## src/xau_pkg.sv

```systemverilog
// package with opcodes, widths and counts for the extended arithmetic unit
`default_nettype none
package xau_pkg;
  localparam int WORD_W = 12;
  localparam int CNT_W = 5;
  localparam logic [11:0] OP_MUL = 12'hF05;
  localparam logic [11:0] OP_DIV = 12'hF07;
  localparam logic [11:0] OP_NORM = 12'hF09;
  localparam logic [11:0] OP_SCL = 12'hF03;
  localparam logic [4:0] MUL_END = 5'h0C;
  localparam logic [4:0] DIV_END = 5'h0D;
  localparam logic [4:0] CNT_CLEAR = 5'h00;
  localparam int OPF_LO = 1;
  localparam int OPF_HI = 3;
  localparam int SCL_LO = 0;
  localparam int SCL_HI = 4;
  typedef enum logic [2:0] {XAU_IDLE, XAU_SCL, XAU_MUL, XAU_DIV, XAU_DFIX, XAU_NORM} xau_state_t;
endpackage
`default_nettype wire

```

## src/xau_adder.sv

```systemverilog
// 12-bit adder with carry into the link position
`default_nettype none
module xau_adder #(
  parameter int W = 12
) (
  input wire logic [W-1:0] a,
  input wire logic [W-1:0] b,
  input wire logic cin,
  output logic [W-1:0] sum,
  output logic cout
);
  initial begin
    if (W < 2) $error("xau_adder width too small");
  end
  logic [W:0] full;
  assign full = {1'b0, a} + {1'b0, b} + {{W{1'b0}}, cin};
  assign sum = full[W-1:0];
  assign cout = full[W];
endmodule
`default_nettype wire

```

## src/xau_top.sv

```systemverilog
// extended arithmetic unit: multiply, divide, normalize, step counter load
`default_nettype none
// Function
// - multiplier lsb one adds memory operand, zero adds nothing.
// - multiply runs twelve add-shift steps, counter reaching 12 ends timing.
// - product fits 24 bits across primary and multiplier-quotient registers.
// - after each add, link, primary and quotient shift right together.
// - divide opcode divides 24-bit dividend by next memory word.
// - divide step without overflow clears quotient lsb, next step adds.
// - adding phase shifts zero into quotient until overflow returns to subtract.
// - divide ends at count 13, corrects remainder, clears link.
// - quotient lsb chooses keep or one extra add of the operand to the remainder.
// - first subtraction not negative means overflow, exit with link set.
// - normalize shifts both registers left until top two bits differ.
// - normalize leaves shift count in counter, link contents discarded.
// - normalize starts unit timing from fetch, hold set, no execute.
// - normalize first sequence loads opcode field, clears step counter.
// - already normalized value is not shifted.
// - counter load takes complement of low five bits of next word.
// - counter load uses execute cycle without starting unit timing.
// - multiply high product bits in primary, low bits in quotient register.
// - multiply clears counter then increments once per add-shift step.
// - multiply and divide set timing hold until unit finishes.
module xau_top (
  input wire logic clk,
  input wire logic reset,
  input wire logic fetch_strobe,
  input wire logic execute_strobe,
  input wire logic [11:0] memory_buffer,
  input wire logic load_regs,
  input wire logic [11:0] load_primary,
  input wire logic [11:0] load_quotient,
  input wire logic load_link,
  output logic [11:0] primary_register,
  output logic [11:0] multiplier_quotient,
  output logic link,
  output logic [4:0] step_counter,
  output logic [2:0] opcode_field,
  output logic cpu_timing_hold,
  output logic operand_add_enable,
  output logic need_execute,
  output logic done
);
  // ----------------------------------------------------------------
  // state and datapath
  // ----------------------------------------------------------------
  xau_pkg::xau_state_t state;
  logic [11:0] operand;
  logic subtract;
  logic first_step;
  logic [11:0] add_b;
  logic [11:0] sum;
  logic adder_overflow_flag;
  logic add_cin;
  logic is_mul, is_div, is_norm, is_scl;
  logic normalized;
  logic mul_last;
  logic div_last;
  logic rem_negative;
  logic div_top;
  logic div_sign;

  assign is_mul = memory_buffer == xau_pkg::OP_MUL;
  assign is_div = memory_buffer == xau_pkg::OP_DIV;
  assign is_norm = memory_buffer == xau_pkg::OP_NORM;
  assign is_scl = memory_buffer == xau_pkg::OP_SCL;
  // bit 11 is the msb in this numbering
  assign normalized = primary_register[11] != primary_register[10];
  assign mul_last = step_counter == xau_pkg::MUL_END - 5'h01;
  assign div_last = step_counter == xau_pkg::DIV_END - 5'h01;
  assign rem_negative = !multiplier_quotient[0];

  // multiply adds operand or zero; divide adds or subtracts operand
  assign add_b = (state == xau_pkg::XAU_MUL) ? (multiplier_quotient[0] ? operand : 12'h000)
               : (subtract ? ~operand : operand);
  assign add_cin = (state != xau_pkg::XAU_MUL) && subtract;
  // divide steps after the first work on the left-shifted remainder
  logic [11:0] add_a;
  assign add_a = (state == xau_pkg::XAU_DIV && !first_step) ?
                 {primary_register[10:0], multiplier_quotient[11]} : primary_register;
  // thirteenth bit of the shifted remainder, dropped link bit is taken modulo
  assign div_top = (state == xau_pkg::XAU_DIV && !first_step) ? primary_register[11] : 1'b0;
  // sign of the 13-bit result, built from the carry into the link position
  assign div_sign = div_top ^ subtract ^ adder_overflow_flag;

  xau_adder #(.W(12)) u_adder (
    .a(add_a),
    .b(add_b),
    .cin(add_cin),
    .sum(sum),
    .cout(adder_overflow_flag)
  );

  always_ff @(posedge clk or posedge reset) begin
    if (reset) begin
      state <= xau_pkg::XAU_IDLE;
      primary_register <= 12'h000;
      multiplier_quotient <= 12'h000;
      link <= 1'b0;
      step_counter <= xau_pkg::CNT_CLEAR;
      opcode_field <= 3'h0;
      cpu_timing_hold <= 1'b0;
      operand_add_enable <= 1'b0;
      need_execute <= 1'b0;
      done <= 1'b0;
      operand <= 12'h000;
      subtract <= 1'b1;
      first_step <= 1'b0;
    end else begin
      done <= 1'b0;
      operand_add_enable <= 1'b0;
      case (state)
        xau_pkg::XAU_IDLE: begin
          if (load_regs) begin
            primary_register <= load_primary;
            multiplier_quotient <= load_quotient;
            link <= load_link;
          end else if (fetch_strobe && is_norm) begin
            opcode_field <= memory_buffer[xau_pkg::OPF_HI:xau_pkg::OPF_LO];
            step_counter <= xau_pkg::CNT_CLEAR;
            cpu_timing_hold <= 1'b1;
            link <= 1'b0;
            state <= xau_pkg::XAU_NORM;
          end else if (fetch_strobe && (is_mul || is_div || is_scl)) begin
            opcode_field <= memory_buffer[xau_pkg::OPF_HI:xau_pkg::OPF_LO];
            need_execute <= 1'b1;
            cpu_timing_hold <= !is_scl;
            state <= is_scl ? xau_pkg::XAU_SCL : (is_mul ? xau_pkg::XAU_MUL : xau_pkg::XAU_DIV);
            first_step <= 1'b0;
          end
        end
        xau_pkg::XAU_SCL: begin
          if (execute_strobe) begin
            step_counter <= ~memory_buffer[xau_pkg::SCL_HI:xau_pkg::SCL_LO];
            need_execute <= 1'b0;
            done <= 1'b1;
            state <= xau_pkg::XAU_IDLE;
          end
        end
        xau_pkg::XAU_MUL: begin
          if (!first_step) begin
            if (execute_strobe) begin
              operand <= memory_buffer;
              step_counter <= xau_pkg::CNT_CLEAR;
              link <= 1'b0;
              need_execute <= 1'b0;
              first_step <= 1'b1;
            end
          end else begin
            operand_add_enable <= multiplier_quotient[0];
            {link, primary_register, multiplier_quotient} <=
              {1'b0, adder_overflow_flag, sum, multiplier_quotient[11:1]};
            step_counter <= step_counter + 5'h01;
            if (mul_last) begin
              cpu_timing_hold <= 1'b0;
              done <= 1'b1;
              first_step <= 1'b0;
              state <= xau_pkg::XAU_IDLE;
            end
          end
        end
        xau_pkg::XAU_DIV: begin
          if (!first_step && need_execute) begin
            if (execute_strobe) begin
              operand <= memory_buffer;
              step_counter <= xau_pkg::CNT_CLEAR;
              subtract <= 1'b1;
              need_execute <= 1'b0;
              first_step <= 1'b1;
            end
          end else if (first_step) begin
            // test subtraction must come out negative, else the quotient does not fit
            first_step <= 1'b0;
            if (!div_sign) begin
              link <= 1'b1;
              cpu_timing_hold <= 1'b0;
              done <= 1'b1;
              state <= xau_pkg::XAU_IDLE;
            end else begin
              {link, primary_register} <= {1'b1, sum};
              subtract <= 1'b0;
              step_counter <= step_counter + 5'h01;
            end
          end else begin
            // link and primary register hold the signed partial remainder
            {link, primary_register} <= {div_sign, sum};
            multiplier_quotient <= {multiplier_quotient[10:0], !div_sign};
            subtract <= !div_sign;
            step_counter <= step_counter + 5'h01;
            if (div_last) begin
              state <= xau_pkg::XAU_DFIX;
            end
          end
        end
        xau_pkg::XAU_DFIX: begin
          link <= 1'b0;
          // a negative final remainder leaves quotient lsb 0 and needs one add
          if (rem_negative) begin
            primary_register <= primary_register + operand;
          end
          cpu_timing_hold <= 1'b0;
          done <= 1'b1;
          state <= xau_pkg::XAU_IDLE;
        end
        xau_pkg::XAU_NORM: begin
          if (normalized) begin
            cpu_timing_hold <= 1'b0;
            done <= 1'b1;
            state <= xau_pkg::XAU_IDLE;
          end else begin
            {primary_register, multiplier_quotient} <=
              {primary_register[10:0], multiplier_quotient, 1'b0};
            step_counter <= step_counter + 5'h01;
          end
        end
        default: state <= xau_pkg::XAU_IDLE;
      endcase
    end
  end
endmodule
`default_nettype wire

```

## config.mk

```make
export PLATFORM = sky130hd
export DESIGN_NAME = xau_top
export DESIGN_NICKNAME = d
export VERILOG_FILES = /design/src/xau_pkg.sv /design/src/xau_adder.sv /design/src/xau_top.sv
export SDC_FILE = /design/constraint.sdc
export NUM_CORES = 1
export LEC_CHECK = 0
export ABC_AREA = 1
export BUFFER_PORTS_ARGS = -buffer_cell sky130_fd_sc_hd__clkbuf_2
export CELL_PAD_IN_SITES_DETAIL_PLACEMENT = 0
export CELL_PAD_IN_SITES_GLOBAL_PLACEMENT = 2
export CORE_ASPECT_RATIO = 1.5
export CORE_UTILIZATION = 26
export DETAILED_ROUTE_END_ITERATION = 16
export PLACE_DENSITY = 0.77
export SYNTH_ARGS = -nofsm -noshare
export SYNTH_HDL_FRONTEND = slang
export SYNTH_SLANG_ARGS = --single-unit
export TNS_END_PERCENT = 20
```

## constraint.sdc

```tcl
create_clock -name clk -period 5.7 [get_ports clk]
set_input_delay 0.285 -clock clk [delete_from_list [all_inputs] [get_ports clk]]
set_output_delay 0.285 -clock clk [all_outputs]
set_load 0.1 [all_outputs]
```

==> results.cfg <==
[placement]
place_ws_ns = 1.60
placedCellCount = 1129
gp_congestion = 0.917
port_buffers = 78
hpwl_microns = 15600

[floorplan]
die_h_microns = 175
dieArea_sq_um = 20500
die_width_microns = 117
num_io_pins = 79
rows = 62
core_area_sq_um = 19300
start_util_pct = 26.8

[logic_synthesis]
ys_seq_area_share_pct = 26.1
ys.flop_type = dfrtp_1
synth_edf_count = 0
synth_nets = 883
synth.distinct_cells = 44
syn_area_sq_um = 5170
synth_area_per_cell_sq_um = 6.36
netlist_instances = 814
synthArstFlopShare_pct = 100
yosys_warnings = 0
ys_seq_elements = 54

[drt]
via_count = 5290
drtIter0Drc = 236
viasPerCell = 4.65
wl_microns = 19200
routedWlPerCell_microns = 16.9
ant_nets = 0
drtPass1Iterations = 4
drc = 0

[setup_path]
crit_chain = inv_1 -> nor2_4 -> nand2_4 -> inv_1 -> nand2_1 -> nand3_1 -> fa_1 -> fa_1 -> inv_1 -> nand3_1 -> nand3_1 -> nand2_1 -> nand3_1 -> nand2_2 -> nand3_2 -> nand3_4 -> inv_2 -> nand2_1 -> o21ai_1
crit_top_cell = nand3_1
endpoint_kind = register
critPathMaxFanout = 19
slowest_stage = fa_1
cp_data_required_time_ns = 5.93
startpoint_type = register
arrival_ns = 4.31
cp_slowest_stage_delay_ns = 0.48
worstSetupPathType = register to register

[layout]
multi_input_area_sq_um = 3220
seq_area_sq_um = 1350
final_cell_mix = nand2_1, inv_1, clkbuf_2
final_nets = 949
fillers = 2234
final_common_cell = nand2_1
diodes = 0
drive_above_1_share_pct = 16.8
syn_to_final_growth_pct = 14.6
stdcell_count = 1137

[clocking]
postCtsSetupRepairBufs = 0
cts_tree = done
path_clk_slew_ns = 0.09
cts.htree.levels = 2
cts_hold_buf = 0
clock_latency_ns = 0.31
numCtsBuffers = 5
clock_path_buffers = 2
root_buffer = clkbuf_16
post_cts_resized = 0
cts.sinks = 54

[grt]
grt_pass1_vias = 5476
grtUsageTotal_pct = 19.9
grt_max_degree = 55
grt_pass1_wl_microns = 30300
grt-ovfl-total = 0
antenna_found_initial = 0

[timing]
finalCritPeriodShare_pct = 71.5
tns_ns = 0
grt_setup_unrepaired = false
final_max_slew_viol_count = 0
finalSetupViolCount = 0
finClkSkew_ns = 0.00828
worst_pin_slew_ns = 0.750
hold_viol = 0
min_period_ns = 4.07
fmax_ghz = 0.245
setup_ws_ns = 1.63
slew_headroom_pct = 50.0

[worst_hold_path]
min_path_type = input pin to async pin

[job]
drv_cap = 0

[outcome]
status = finished, final reports clean
[metal layers]
| layer | GRT usage (%) | vias to the layer above | part of all wire, % |
|---|---|---|---|
| met1 | 21.5 | 2363 | 38 |
| met5 | 0 | - | 0 |
| met3 | 1.70 | 48 | 2.6 |
| met2 | 37.2 | 116 | 54 |
| met4 | 10.3 | 0 | 5.2 |
| li1 | - | 2763 | - |
[kinds of logic (layout without fill, tap and decap cells)]
kind of cell	after synthesis	after routing	synth area share (%)
and+or+nand+nor	449	449	38.5
xor gates and xnor gates	8	8	1.35
AOI/OAI and AO/OA	119	119	13.3
adders and majority gates	27	27	6.97
buffers and inverters	147	214	11.6
DFF	54	54	26.1
muxes	10	10	2.18
[Yosys cell counts, drive strengths merged (5+ instances only)]
library cell	count	area, sq um
o21ai	53	277
o22ai	15	93.8
nand4	17	113
mux2	10	113
nand2	277	1060
nor3	5	36.3
ha	24	300
inv	126	473
dfrtp	53	1330
a21oi	36	180
nand3	77	403
or2	17	109
nor2	53	249
buf	15	104
clkbuf	6	22.5
[worst paths after layout]
path	cells after the start	slack, ns	endpoint	from
worst min register to register	2	0.49	opcode_field[1]$_DFFE_PP0P_	opcode_field[1]$_DFFE_PP0P_
min in group clk	3	0.25	multiplier_quotient[8]$_DFFE_PP0P_	load_quotient[8]
max in group asynchronous	3	5.04	multiplier_quotient[10]$_DFFE_PP0P_	reset
worst min-delay path	3	0.15	opcode_field[1]$_DFFE_PP0P_	reset
worst max register to register	19	1.63	primary_register[1]$_DFFE_PP0P_	state[1]$_DFFE_PP0P_
worst max-delay path	19	1.63	primary_register[1]$_DFFE_PP0P_	state[1]$_DFFE_PP0P_
[area by class of cell]
cell class | instances | area share, %
sequential | 54 | 22.8
inverter | 126 | 7.98
multi-input combinational | 613 | 54.4
timing repair buffer | 80 | 6.84
tap | 256 | 5.40
clock inverter | 3 | 0.486
clock buffer | 5 | 2.11
[metrics by stage]
step | hold WS [ns] | utilization [%] | instance area, sq um
finish | 0.152 | 30.7 | 5930
global route | 0.228 | 30.7 | 5930
CTS | 0.187 | 30.7 | 5930
detailed placement | 0.476 | 29.9 | 5770
global placement | 0.471 | 29.9 | 5770
floorplan | 0.396 | - | 5170
[registers in the layout, summed over array words and instances (netlist names)]
register and cells:
multiplier_quotient 12, state 3, first_step 1, subtract 1
primary_register 12, link 1, need_execute 1, cpu_timing_hold 1
operand_add_enable 1, opcode_field 3, step_counter 5, operand 12
done 1
[worst max-delay path: cells and delay by family, from the launching register on]
| family | cells | cell delay, ns |
|---|---|---|
| DFF | 1 | 0.43 |
| adders and majority gates | 2 | 0.90 |
| and+or+nand+nor | 12 | 1.84 |
| AOI/OAI and AO/OA | 1 | 0.07 |
| buffers and inverters | 4 | 0.74 |
Power is left out: the tool's default activity adds up to more than one toggle a clock period on the data nets, which glitch-free logic cannot reach.
